### config.mk
export PLATFORM = sky130hd
export DESIGN_NAME = rfo_status_bank
export DESIGN_NICKNAME = d
export VERILOG_FILES = /design/src/shared/rfo_pkg.sv /design/src/rtl/rfo_status_bank.sv
export SDC_FILE = /design/constraint.sdc
export NUM_CORES = 1
export LEC_CHECK = 0
export BUFFER_PORTS_ARGS = -buffer_cell sky130_fd_sc_hd__buf_2
export CORE_MARGIN = 5
export CORE_UTILIZATION = 25
export DETAILED_ROUTE_END_ITERATION = 8
export GPL_ROUTABILITY_DRIVEN = 1
export PLACE_DENSITY = 0.51
export SLEW_MARGIN = 20
export SYNTH_ARGS = -nofsm -noshare
export SYNTH_HDL_FRONTEND = slang
export SYNTH_SLANG_ARGS = --single-unit
### constraint.sdc
create_clock -name hclk -period 2.2 [get_ports hclk]
set_input_delay 0.44 -clock hclk [delete_from_list [all_inputs] [get_ports hclk]]
set_output_delay 0.44 -clock hclk [all_outputs]
set_load 0.1 [all_outputs]
### src/shared/rfo_pkg.sv
// Constants, field layouts and carrier types for the receive overhead status bank.
// Assumes one framer port per bank instance, fed by that port's synchronizer on hclk.
//
// Operation
// RULE_01 - Far-end error A count is 16 bits: high byte first, low byte next.
// RULE_02 - Far-end error B count is 16 bits: high byte first, low byte next.
// RULE_03 - Monitor register holds the byte of the channel chosen by the monitor select.
// RULE_04 - Monitor byte: last received bit in bit 0, first in bit 7.
// RULE_05 - T1 link register reports link or signaling-frame bits, earliest bit in bit 0.
// RULE_06 - D4 framing: link register updates on multiframe boundaries, six bits in 5:0.
// RULE_07 - Last valid six-bit bit-oriented code sits in bits 5:0, upper bits zero.
// RULE_08 - E1 mode: link address returns live CRC-4 synchronizer status instead.
// RULE_09 - Sync counter increments each time an 8 ms CRC-4 search expires.
// RULE_10 - Sync counter clears on CRC-4 sync or when CRC-4 mode is off.
// RULE_11 - Sync counter is 6 bits, saturates; bits 5:2 and 0 shown in 7:3.
// RULE_12 - Host should give up the CRC-4 search after 400 ms without sync.
// RULE_13 - Live bits: 2 CRC-4 search, 1 CAS search, 0 frame alignment search.
// RULE_14 - T1 mode: three registers capture the SLC-96 data link fields.
// RULE_15 - E1 align-frame register: international bit on 7, alignment pattern on 6:0.
// RULE_16 - E1 non-align register: international, one, remote alarm, spare bits four..eight.
// RULE_17 - E1 register gathers international bits of even align frames 14..0 in 7:0.
// RULE_18 - Port n sits at base plus 200h*(n-1) plus 2000h per full group of eight.
// RULE_19 - T1 or E1 mode picks the register definition at shared offsets 062h..066h.
// RULE_20 - Bank registers are read-only; writes never disturb captures or counters.

package rfo_pkg;

  // ----------------------------------------------------------------
  // Register indices (byte address is four times the index)
  // ----------------------------------------------------------------
  localparam logic [15:0] OFF_FEA_HI    = 16'h0058;
  localparam logic [15:0] OFF_FEA_LO    = 16'h0059;
  localparam logic [15:0] OFF_FEB_HI    = 16'h005A;
  localparam logic [15:0] OFF_FEB_LO    = 16'h005B;
  localparam logic [15:0] OFF_DS0       = 16'h0060;
  localparam logic [15:0] OFF_LINK      = 16'h0062;
  localparam logic [15:0] OFF_BOC       = 16'h0063;
  localparam logic [15:0] OFF_SLC1      = 16'h0064;
  localparam logic [15:0] OFF_SLC2      = 16'h0065;
  localparam logic [15:0] OFF_SLC3      = 16'h0066;
  localparam logic [15:0] OFF_CTRL      = 16'h0070;
  localparam logic [15:0] PORT_STRIDE   = 16'h0200;
  localparam logic [15:0] GROUP_STRIDE  = 16'h2000;
  localparam int          GROUP_PORTS   = 8;
  localparam int          NUM_PORTS     = 16;

  // ----------------------------------------------------------------
  // Control register fields and fixed patterns
  // ----------------------------------------------------------------
  localparam int          CTRL_E1_BIT   = 0;
  localparam int          CTRL_D4_BIT   = 1;
  localparam int          CTRL_CRC4_BIT = 3;
  localparam int          CTRL_SEL_LSB  = 8;
  localparam logic [6:0]  FAS_PATTERN   = 7'h1B;
  localparam logic [5:0]  CSC_MAX       = 6'h3F;

  // ----------------------------------------------------------------
  // Timing
  // ----------------------------------------------------------------
  localparam int          CLK_HZ        = 50_000_000;
  localparam int          SEARCH_MS     = 8;
  localparam int          SEARCH_CYCLES = SEARCH_MS * (CLK_HZ / 1000);
  localparam int          TMR_W         = 19;

  // ----------------------------------------------------------------
  // Synchronizer feed for one port
  // ----------------------------------------------------------------
  typedef struct packed {
    logic        fea_err;
    logic        feb_err;
    logic        ch_valid;
    logic [4:0]  ch_num;
    logic [2:0]  ch_pos;
    logic        ch_bit;
    logic        link_valid;
    logic        link_bit;
    logic        mf_boundary;
    logic        boc_valid;
    logic [5:0]  boc_code;
    logic        crc_sync_ok;
    logic        crc_search;
    logic        cas_search;
    logic        fas_search;
    logic        slc_valid;
    logic [10:0] slc_c;
    logic [2:0]  slc_m;
    logic [1:0]  slc_a;
    logic [3:0]  slc_s;
    logic        fas_valid;
    logic        fas_si;
    logic [3:0]  fas_frame;
    logic        nfas_valid;
    logic        nfas_si;
    logic        nfas_alarm;
    logic [4:0]  nfas_spare;
  } rfo_feed_t;

  // ----------------------------------------------------------------
  // Whole state of the bank
  // ----------------------------------------------------------------
  typedef struct packed {
    logic [15:0]      fe_a;
    logic [15:0]      fe_b;
    logic [7:0]       ds0_sh;
    logic [7:0]       ds0;
    logic [7:0]       link_sh;
    logic [2:0]       link_cnt;
    logic [7:0]       link;
    logic [5:0]       bit_oriented_code;
    logic [5:0]       crc_sync_search_count;
    logic [TMR_W-1:0] tmr;
    logic [2:0]       rt;
    logic [7:0]       slc1;
    logic [7:0]       slc2;
    logic [7:0]       slc3;
    logic [7:0]       raf;
    logic [7:0]       rnaf;
    logic [7:0]       rsiaf;
    logic             e1_mode;
    logic             d4_mode;
    logic             crc4_en;
    logic [4:0]       mon_sel;
    logic             wr_pend;
    logic [31:0]      hrdata;
  } rfo_state_t;

  localparam rfo_state_t STATE_RESET = '0;

endpackage

### src/rtl/rfo_status_bank.sv
// Receive overhead status bank of one framer port, an AHB-Lite slave.
// Assumes the feed is synchronous to hclk and the master issues single word transfers.
//
// The implementer's own choice: the AHB-Lite slave port.

`timescale 1ns/10ps

module rfo_status_bank #(
  parameter int          PORT_NUM      = 1,
  parameter int unsigned SEARCH_CYCLES = rfo_pkg::SEARCH_CYCLES
) (
  input  wire logic               hclk,
  input  wire logic               hresetn,
  input  wire logic               hsel,
  input  wire logic [31:0]        haddr,
  input  wire logic [1:0]         htrans,
  input  wire logic               hwrite,
  input  wire logic [2:0]         hsize,
  input  wire logic [31:0]        hwdata,
  input  wire logic               hready,
  output logic      [31:0]        hrdata,
  output logic                    hreadyout,
  output logic                    hresp,
  input  wire rfo_pkg::rfo_feed_t feed
);

  // ----------------------------------------------------------------
  // Elaboration checks
  // ----------------------------------------------------------------
  if (PORT_NUM < 1 || PORT_NUM > rfo_pkg::NUM_PORTS)
  begin : g_bad_port
    $error("port number out of range");
  end
  if (SEARCH_CYCLES < 1 || SEARCH_CYCLES > (1 << rfo_pkg::TMR_W))
  begin : g_bad_timer
    $error("search period does not fit the timer");
  end

  // Port window base, in register index units
  localparam logic [15:0] PORT_BASE = 16'(rfo_pkg::PORT_STRIDE * (PORT_NUM - 1)
      + rfo_pkg::GROUP_STRIDE * ((PORT_NUM - 1) / rfo_pkg::GROUP_PORTS)); // [RULE_18]
  localparam logic [rfo_pkg::TMR_W-1:0] TMR_LAST = rfo_pkg::TMR_W'(SEARCH_CYCLES - 1);

  // ----------------------------------------------------------------
  // Helpers
  // ----------------------------------------------------------------
  // Saturating increment keeps a stuck source from wrapping a count to zero
  function automatic logic [15:0] sat_inc16(input logic [15:0] v);
    sat_inc16 = (v == 16'hFFFF) ? v : v + 16'h0001;
  endfunction

  // Byte presented at a local offset; mode picks the shared definitions
  function automatic logic [7:0] reg_read(input rfo_pkg::rfo_state_t s,
                                          input logic [15:0] off);
    reg_read = 8'h00;
    case (off)
      rfo_pkg::OFF_FEA_HI: reg_read = s.fe_a[15:8]; // [RULE_01]
      rfo_pkg::OFF_FEA_LO: reg_read = s.fe_a[7:0];
      rfo_pkg::OFF_FEB_HI: reg_read = s.fe_b[15:8]; // [RULE_02]
      rfo_pkg::OFF_FEB_LO: reg_read = s.fe_b[7:0];
      rfo_pkg::OFF_DS0:    reg_read = s.ds0;
      rfo_pkg::OFF_LINK:   reg_read = s.e1_mode ? {s.crc_sync_search_count[5:2], s.crc_sync_search_count[0], s.rt}
                                                : s.link; // [RULE_08] [RULE_11] [RULE_19]
      rfo_pkg::OFF_BOC:    reg_read = s.e1_mode ? 8'h00 : {2'b00, s.bit_oriented_code}; // [RULE_07]
      rfo_pkg::OFF_SLC1:   reg_read = s.e1_mode ? s.raf : s.slc1;    // [RULE_19]
      rfo_pkg::OFF_SLC2:   reg_read = s.e1_mode ? s.rnaf : s.slc2;
      rfo_pkg::OFF_SLC3:   reg_read = s.e1_mode ? s.rsiaf : s.slc3;
      rfo_pkg::OFF_CTRL:   reg_read = 8'h00;
      default:             reg_read = 8'h00;
    endcase
  endfunction

  // ----------------------------------------------------------------
  // State
  // ----------------------------------------------------------------
  rfo_pkg::rfo_state_t st_ff;
  rfo_pkg::rfo_state_t nxt_st;

  logic [15:0] reg_idx;
  logic [15:0] loc_off;
  logic        in_window;
  logic        take;
  logic        crc_count_on;
  logic        crc_tick;
  logic [7:0]  ds0_shift;
  logic [7:0]  link_shift;

  // Address decode of the address phase
  assign reg_idx   = haddr[17:2];
  assign loc_off   = reg_idx - PORT_BASE;
  assign in_window = (haddr[31:18] == 14'h0000) && (haddr[1:0] == 2'b00)
                     && (reg_idx >= PORT_BASE) && (loc_off < rfo_pkg::PORT_STRIDE); // [RULE_18]
  assign take      = hsel && htrans[1] && hready;

  // Search timer runs only while CRC-4 alignment is hunted in E1
  assign crc_count_on = st_ff.e1_mode && st_ff.crc4_en && feed.crc_search
                        && !feed.crc_sync_ok;
  assign crc_tick     = crc_count_on && (st_ff.tmr == TMR_LAST); // [RULE_09]

  // Shift values including the bit arriving this cycle
  assign ds0_shift  = {st_ff.ds0_sh[6:0], feed.ch_bit}; // [RULE_04]
  assign link_shift = st_ff.d4_mode ? {2'b00, feed.link_bit, st_ff.link_sh[5:1]}
                                    : {feed.link_bit, st_ff.link_sh[7:1]}; // [RULE_05]

  // ----------------------------------------------------------------
  // Next state
  // ----------------------------------------------------------------
  always_comb
  begin
    nxt_st = st_ff;

    // Far-end error counts move only on their events, never on writes
    if (feed.fea_err)
      nxt_st.fe_a = sat_inc16(st_ff.fe_a); // [RULE_01] [RULE_20]
    if (feed.feb_err)
      nxt_st.fe_b = sat_inc16(st_ff.fe_b); // [RULE_02] [RULE_20]

    // Monitored channel: shift first bit toward bit 7, latch on the eighth
    if (feed.ch_valid && (feed.ch_num == st_ff.mon_sel))
    begin
      nxt_st.ds0_sh = ds0_shift;
      if (feed.ch_pos == 3'h7)
        nxt_st.ds0 = ds0_shift; // [RULE_03] [RULE_04]
    end

    // T1 link bits: earliest bit lands in bit 0
    if (feed.link_valid)
    begin
      nxt_st.link_sh  = link_shift;
      nxt_st.link_cnt = st_ff.link_cnt + 3'h1;
      if (!st_ff.d4_mode && (st_ff.link_cnt == 3'h7))
        nxt_st.link = link_shift; // [RULE_05]
    end
    // D4 signaling-frame bits are published only at the multiframe edge
    if (st_ff.d4_mode && feed.mf_boundary)
    begin
      nxt_st.link     = feed.link_valid ? link_shift : {2'b00, st_ff.link_sh[5:0]}; // [RULE_06]
      nxt_st.link_cnt = 3'h0;
    end

    if (feed.boc_valid)
      nxt_st.bit_oriented_code = feed.boc_code; // [RULE_07]

    // CRC-4 search timer and saturating sync counter
    if (!st_ff.crc4_en || feed.crc_sync_ok)
    begin
      nxt_st.crc_sync_search_count = 6'h00; // [RULE_10]
      nxt_st.tmr = '0;
    end
    else if (crc_count_on)
    begin
      nxt_st.tmr = crc_tick ? '0 : st_ff.tmr + 1'b1;
      if (crc_tick && (st_ff.crc_sync_search_count != rfo_pkg::CSC_MAX))
        nxt_st.crc_sync_search_count = st_ff.crc_sync_search_count + 6'h01; // [RULE_09] [RULE_11]
    end
    else
      nxt_st.tmr = '0;

    // Live search flags, sampled once so reads see a clean value
    nxt_st.rt = {feed.crc_search, feed.cas_search, feed.fas_search}; // [RULE_13]

    // SLC-96 data link capture
    if (feed.slc_valid)
    begin
      nxt_st.slc1 = feed.slc_c[7:0]; // [RULE_14]
      nxt_st.slc2 = {feed.slc_m[1:0], 3'b010, feed.slc_c[10:8]};
      nxt_st.slc3 = {1'b1, feed.slc_s, feed.slc_a, feed.slc_m[2]};
    end

    // E1 align and non-align frame captures
    if (feed.fas_valid)
    begin
      nxt_st.raf = {feed.fas_si, rfo_pkg::FAS_PATTERN}; // [RULE_15]
      if (!feed.fas_frame[0])
        nxt_st.rsiaf[feed.fas_frame[3:1]] = feed.fas_si; // [RULE_17]
    end
    if (feed.nfas_valid)
      nxt_st.rnaf = {feed.nfas_si, 1'b1, feed.nfas_alarm, feed.nfas_spare}; // [RULE_16]

    // Bus: only the control word accepts writes; bank registers ignore them
    nxt_st.wr_pend = 1'b0;
    if (st_ff.wr_pend)
    begin
      nxt_st.e1_mode = hwdata[rfo_pkg::CTRL_E1_BIT];
      nxt_st.d4_mode = hwdata[rfo_pkg::CTRL_D4_BIT];
      nxt_st.crc4_en = hwdata[rfo_pkg::CTRL_CRC4_BIT];
      nxt_st.mon_sel = hwdata[rfo_pkg::CTRL_SEL_LSB +: 5];
    end
    if (take)
    begin
      nxt_st.wr_pend = hwrite && in_window && (loc_off == rfo_pkg::OFF_CTRL); // [RULE_20]
      if (!hwrite && in_window)
      begin
        if (loc_off == rfo_pkg::OFF_CTRL)
          nxt_st.hrdata = {19'h0_0000, st_ff.mon_sel, 4'h0, st_ff.crc4_en, 1'b0,
                           st_ff.d4_mode, st_ff.e1_mode};
        else
          nxt_st.hrdata = {24'h00_0000, reg_read(st_ff, loc_off)};
      end
      else
        nxt_st.hrdata = 32'h0000_0000;
    end
  end

  // ----------------------------------------------------------------
  // Registers
  // ----------------------------------------------------------------
  always_ff @(posedge hclk or negedge hresetn)
  begin
    if (!hresetn)
      st_ff <= rfo_pkg::STATE_RESET;
    else
      st_ff <= nxt_st;
  end

  // Zero wait state slave; OKAY only, so hresp is tied low; hreadyout is a flop held low in reset
  logic hreadyout_ff;
  always_ff @(posedge hclk or negedge hresetn)
  begin
    if (!hresetn)
      hreadyout_ff <= 1'b0;
    else
      hreadyout_ff <= 1'b1;
  end

  assign hrdata    = st_ff.hrdata;
  assign hreadyout = hreadyout_ff;
  assign hresp     = 1'b0;

  // Byte the host sees at the code offset, watched for its two zero top bits
  logic [7:0] boc_byte;
  assign boc_byte = reg_read(st_ff, rfo_pkg::OFF_BOC);
endmodule

# [Word level (Yosys, flattened, before mapping)]
# Index checks and enable logic that the tools add are counted.
[totals] ff_bits=185 inputBits=135 wordCells=110
[op_classes] addsub=5 n_lt_le_gt_ge=4 n_eq_ne=18 muxes=22 bitwise=3 n_reduce_logical=34
[ops] operator="$eq A16 B7 Y1 const B" count=11
[ops] operator="$pmux W8 S10" count=1
[ops] operator="$mux W8" count=7
[ops] operator="$mux W19" count=2
[ops] operator="$mux W33" count=1
[ops] operator="$add A16 B1 Y16 const B" count=2
[ops] operator="$eq A16 B16 Y1 const B" count=2
[ops] operator="$mux W32" count=1
[ops] operator="$mux W25" count=1
[ops] operator="$mux W11" count=2
[ops] operator="$add A19 B1 Y19 const B" count=1
[ops] operator="$eq A19 B19 Y1 const B" count=1
[ops] operator="$mux W6" count=3
[ops] operator="$logic_and A1 B1 Y1" count=17
[ops] operator="$ge A16 B1 Y1 const B" count=1
[ops] operator="$lt A16 B10 Y1 const B" count=1
[ops] operator="$logic_not A14 Y1" count=1
[ops] operator="$mux W13" count=1
[ops] operator="$reduce_and A2 Y1" count=6
[ops] operator="$bwmux W8" count=1
[ops] operator="$reduce_bool A2 Y1" count=4
[ops] operator="$add A6 B1 Y6 const B" count=1
[ops] operator="$eq A3 B3 Y1 const B" count=2
[ops] operator="$ne A6 B6 Y1 const B" count=1
[ops] operator="10 further kinds" count=15

# [Logic depth before layout (Yosys ltp)]
[depth] depth_word=8 ltp_mapped=8 mapped_depth_nobuf=7

# [Worst setup path before layout]
# OpenSTA, ideal clock, no wires.
[synth_path] path_kind="input to register" start="input port feed[54] (netlist name)" end="register st_ff[142] (netlist name)" setup_time_ps=125 arrival_time_ps=1748 required_ps=2075 setup_slack_ps=327 stages=7 path_cell_list="xor2_1 > nor4_1 > and3_1 > buf_6 > and4_4 > buf_12 > mux2_4"
[synth_between] elab_chain_len=3
[synth_rtl] item="start, declared" line_no="rfo_status_bank.sv:24" source="input wire rfo_pkg::rfo_feed_t feed"
[synth_rtl] item="$eq A5 B5 Y1" line_no="rfo_status_bank.sv:119" source="if (feed.ch_valid && (feed.ch_num == st_ff.mon_sel))"
[synth_rtl] item="$logic_and A1 B1 Y1" line_no="rfo_status_bank.sv:119"
[synth_rtl] item="$reduce_and A2 Y1 (no source line)"
[synth_rtl] item="end signal, assigned" line_no="rfo_status_bank.sv:211" source="st_ff <= rfo_pkg::STATE_RESET;"
[synth_rtl] item="end signal, assigned" line_no="rfo_status_bank.sv:213" source="st_ff <= nxt_st;"
[synth_rtl] item="end, declared" line_no="rfo_status_bank.sv:76" source="rfo_pkg::rfo_state_t st_ff;"
# No other way between the ends.
# A chain may end at the register's enable or synchronous reset.

# [Worst setup path after layout]
[layout_path] start="register st_ff[35] (netlist name)" end="register st_ff[148] (netlist name)"
[layout_between] elab_chain_len=3
[layout_rtl] item="$eq A5 B5 Y1" line_no="rfo_status_bank.sv:119"
[layout_rtl] item="$logic_and A1 B1 Y1" line_no="rfo_status_bank.sv:119"
[layout_rtl] item="$reduce_and A2 Y1 (no source line)"
# No other way between the ends.

==> metrics <==
status=complete, no violations; crit share post-route=between 90% and 100%; vias in the first global route=a little under 6,000; Critical-path top delay cell=dfrtp_1; Layout Nets=roughly 1,000; Pre-antenna DRT Iters=7; number of max-cap violations=0; Syn Area/Cell=11.5 µm²; Worst Path Arrival=2.40 ns; Crit path largest cell delay=0.40 ns; setup_tns=0 ns; Crit Reg-Reg Endpoint=st_ff[148]; Initial Utilization=between 20% and 30%; worst-path cell chain=xor2_1 > nor4_4 > buf_4 > and3_4 > and4_4 > mux2_4; area added between synthesis and finish=21.1%; FF+latch count, synth=between 150 and 200; Critical R2R Launch=st_ff[35]; Synth Instances=slightly above 700; Die Y=between 150 and 200 µm; Avg WL per Cell=about 17 µm; Starting DRT DRC Count=about 400; Core Rows=between 60 and 70; Final Setup Violations=0; area post-placement=~9400 µm²; Netlist cell types=66; crit-path max FO=8; minimum clock period=about 2.1 ns; reg-to-reg setup timing slack=~0.11 ns; Tot GR Track Use=11.8%; Worst-Skew Late Latency=approximately 0.43 ns; IO Count=around 170; H-tree levels=4; Inst Count DP=1,273; met1 usage=16.6%; endpoint type of the worst setup path=register; Final ANT Viol Nets=0; initial antenna violation count=0; VDD IR-drop max=between 0.5 and 0.6 mV; sequential share of the synthesized area=48.9%; CTS tree=done; Tightest Hold Check Type=in2reg; diodes inserted=0; Routed WL=between 20,000 and 25,000 µm; post-DP HPWL=between 15,000 and 20,000 µm; Residual DRC=0; static leakage=4.37 nW; GRT overflow=0; FMAX=between 400 and 500 MHz; Max Root-Sink Buffers=2; HP Start=feed[36]; hold path endpoint=st_ff[90]; fillers=roughly 3,400; routing usage on met2=between 10% and 20%; r2r worst-path depth=6; Final Non-Filler Cells=~1,300; total CTS buffers=17; GRT met3 Usage=~2.6%; layout cells sized above 1=34.1%; Post-synth EDFFs=0; WHS=about 0.11 ns; Rel. slew slack=approximately three fifths; CTS clk-pin slew, worst paths=0.07 ns; drt via density=about 4.5; most frequent cells in the layout=dfrtp_1, buf_2, mux2_2; Req. time, crit path=~2.5 ns; via count=~5,900; design area=about 10,000 µm²; first-pass GRT wire length=33,200 µm; gr busiest metal=met2; IO buf count=between 100 and 150; Final Hold Vio Count=0; RSZ-0062 raised after global routing=no; hold path cells=1; Least-Margin Pin Slew=0.595 ns; Die Wd=~190 µm; CORE AREA=about 33,000 µm²; crit path kind=reg2reg; die area=36,900 µm²; most common cell after layout, fill and taps aside=dfrtp_1; main flop type after synthesis=dfrtp_1; Synthesis Warnings=0; pwr/cell area=776 nW/µm²; share of async-settable or async-resettable flops after synthesis=100%; largest net degree at the start of global routing=69; Slew Viols, Final=0; Num Clock Sinks=about 160; Setup crit start kind=register; post-synthesis cell area=8290 µm²; RePlAce Congestion=0.831; Worst Clk Skew=~0.015 ns; clk root buf=clkbuf_16
layout make-up:
class / count / area (µm²) / area share [%]
Clock buffer: 18 / 439 / 4.38
Clock inverter: 14 / 146 / 1.46
Inverter: 15 / 56.3 / 0.561
Sequential cell: 162 / 4050 / 40.4
Timing Repair Buffer: 154 / 927 / 9.24
Multi-Input combinational cell: 501 / 3860 / 38.5
Tap cell: 442 / 553 / 5.51
per-layer routing:
layer  routed length [µm]  up-vias  part of all wire, %
met5                    0        -                    0
met4                  259        0                  1.2
met3                 1050       16                  4.9
met2                10400      144                   48
met1                 9990     2891                   46
li1                     -     2822                    -
Yosys cell counts (all sizes together), types with 4 or more instances:
library cell	number	share of area [%]
nand4	18	1.4
a21oi	14	0.85
nor3	13	1.0
mux2	86	12
inv	15	0.68
nand3b	6	0.54
a31oi	9	0.68
xor2	20	2.1
mux2i	11	1.3
nor4	13	1.3
dfrtp	162	49
nand2	50	2.3
nor2	39	1.8
a22oi	9	0.81
mux4	9	2.8
o21ai	25	1.5
and4bb	4	0.60
buf	46	4.1
nand3	35	2.1
ha	6	0.91
a211oi	5	0.45
and2	7	0.53
clkbuf	13	0.83
and3	10	0.75
xnor2	31	3.3
nor2b	11	0.83
nor3b	5	0.51
a221o	5	0.60
and4	7	0.77
a22o	5	0.54
through the flow:
step           worst slack (ns)  power, W  util, %
2_1_floorplan             0.327   0.00446        -
3_3_place_gp             -0.408   0.00487     28.9
3_5_place_dp             -0.388   0.00491     28.9
4_1_cts                 0.00782   0.00792     30.8
5_1_grt                  0.0257   0.00822     30.8
6_report                  0.114   0.00779     30.8
power breakdown:
part	leakage, nW	internal [W]	switching [W]	total [W]
Clock	0.288	0.00163	0.00133	0.00296
Combinational	2.00	0.000554	0.000613	0.00117
Sequential	2.08	0.00334	0.000321	0.00366
Total	4.37	0.00553	0.00226	0.00779
how the worst max path moves through the flow:
stage / depth (start not counted) / startpoint / endpoint / slack, ns
3_3_place_gp: 7 / feed[54] / st_ff[148] / -0.41
4_1_cts: 6 / st_ff[34] / st_ff[148] / 0.008
2_1_floorplan: 7 / feed[54] / st_ff[142] / 0.33
6_report: 6 / st_ff[35] / st_ff[148] / 0.11
3_5_place_dp: 7 / feed[54] / st_ff[143] / -0.39
5_1_grt: 6 / st_ff[35] / st_ff[148] / 0.03
sequential cells by signal, summed over array words and instances, names as in the netlist:
name and flops:
hrdata 13, hreadyout 1, st_ff 141, ds0_shift 7
critical path: cells and delay by family (launching register included):
kind                      cells  cell delay [ns]
and+or+nand+nor               3             0.89
DFF                           1             0.40
muxes                         1             0.31
xor gates and xnor gates      1             0.19
buffers and inverters         1             0.17
cells by family (layout without fill, tap and decap cells):
family | count (synthesis) | after routing | synth area share [%]
AO/OA/AOI/OAI | 85 | 85 | 6.88
XOR/XNOR | 51 | 51 | 5.39
adder cells (fa/ha/maj) | 6 | 6 | 0.905
buffers and inverters | 74 | 201 | 5.64
flip-flops | 162 | 162 | 48.9
multiplexers | 106 | 106 | 16.1
other | 2 | 21 | 0.0906
AND/OR/NAND/NOR | 232 | 232 | 16.1
what timing repair did:
item,CTS,global route
pin swaps,0,2
setup buffers,0,0
endpoints found under the setup margin,15,8
hold buffers,1,0
resized for setup,2,1
endpoints found under the hold margin,31,0
Note: power is estimated with default switching activity, not from simulation.
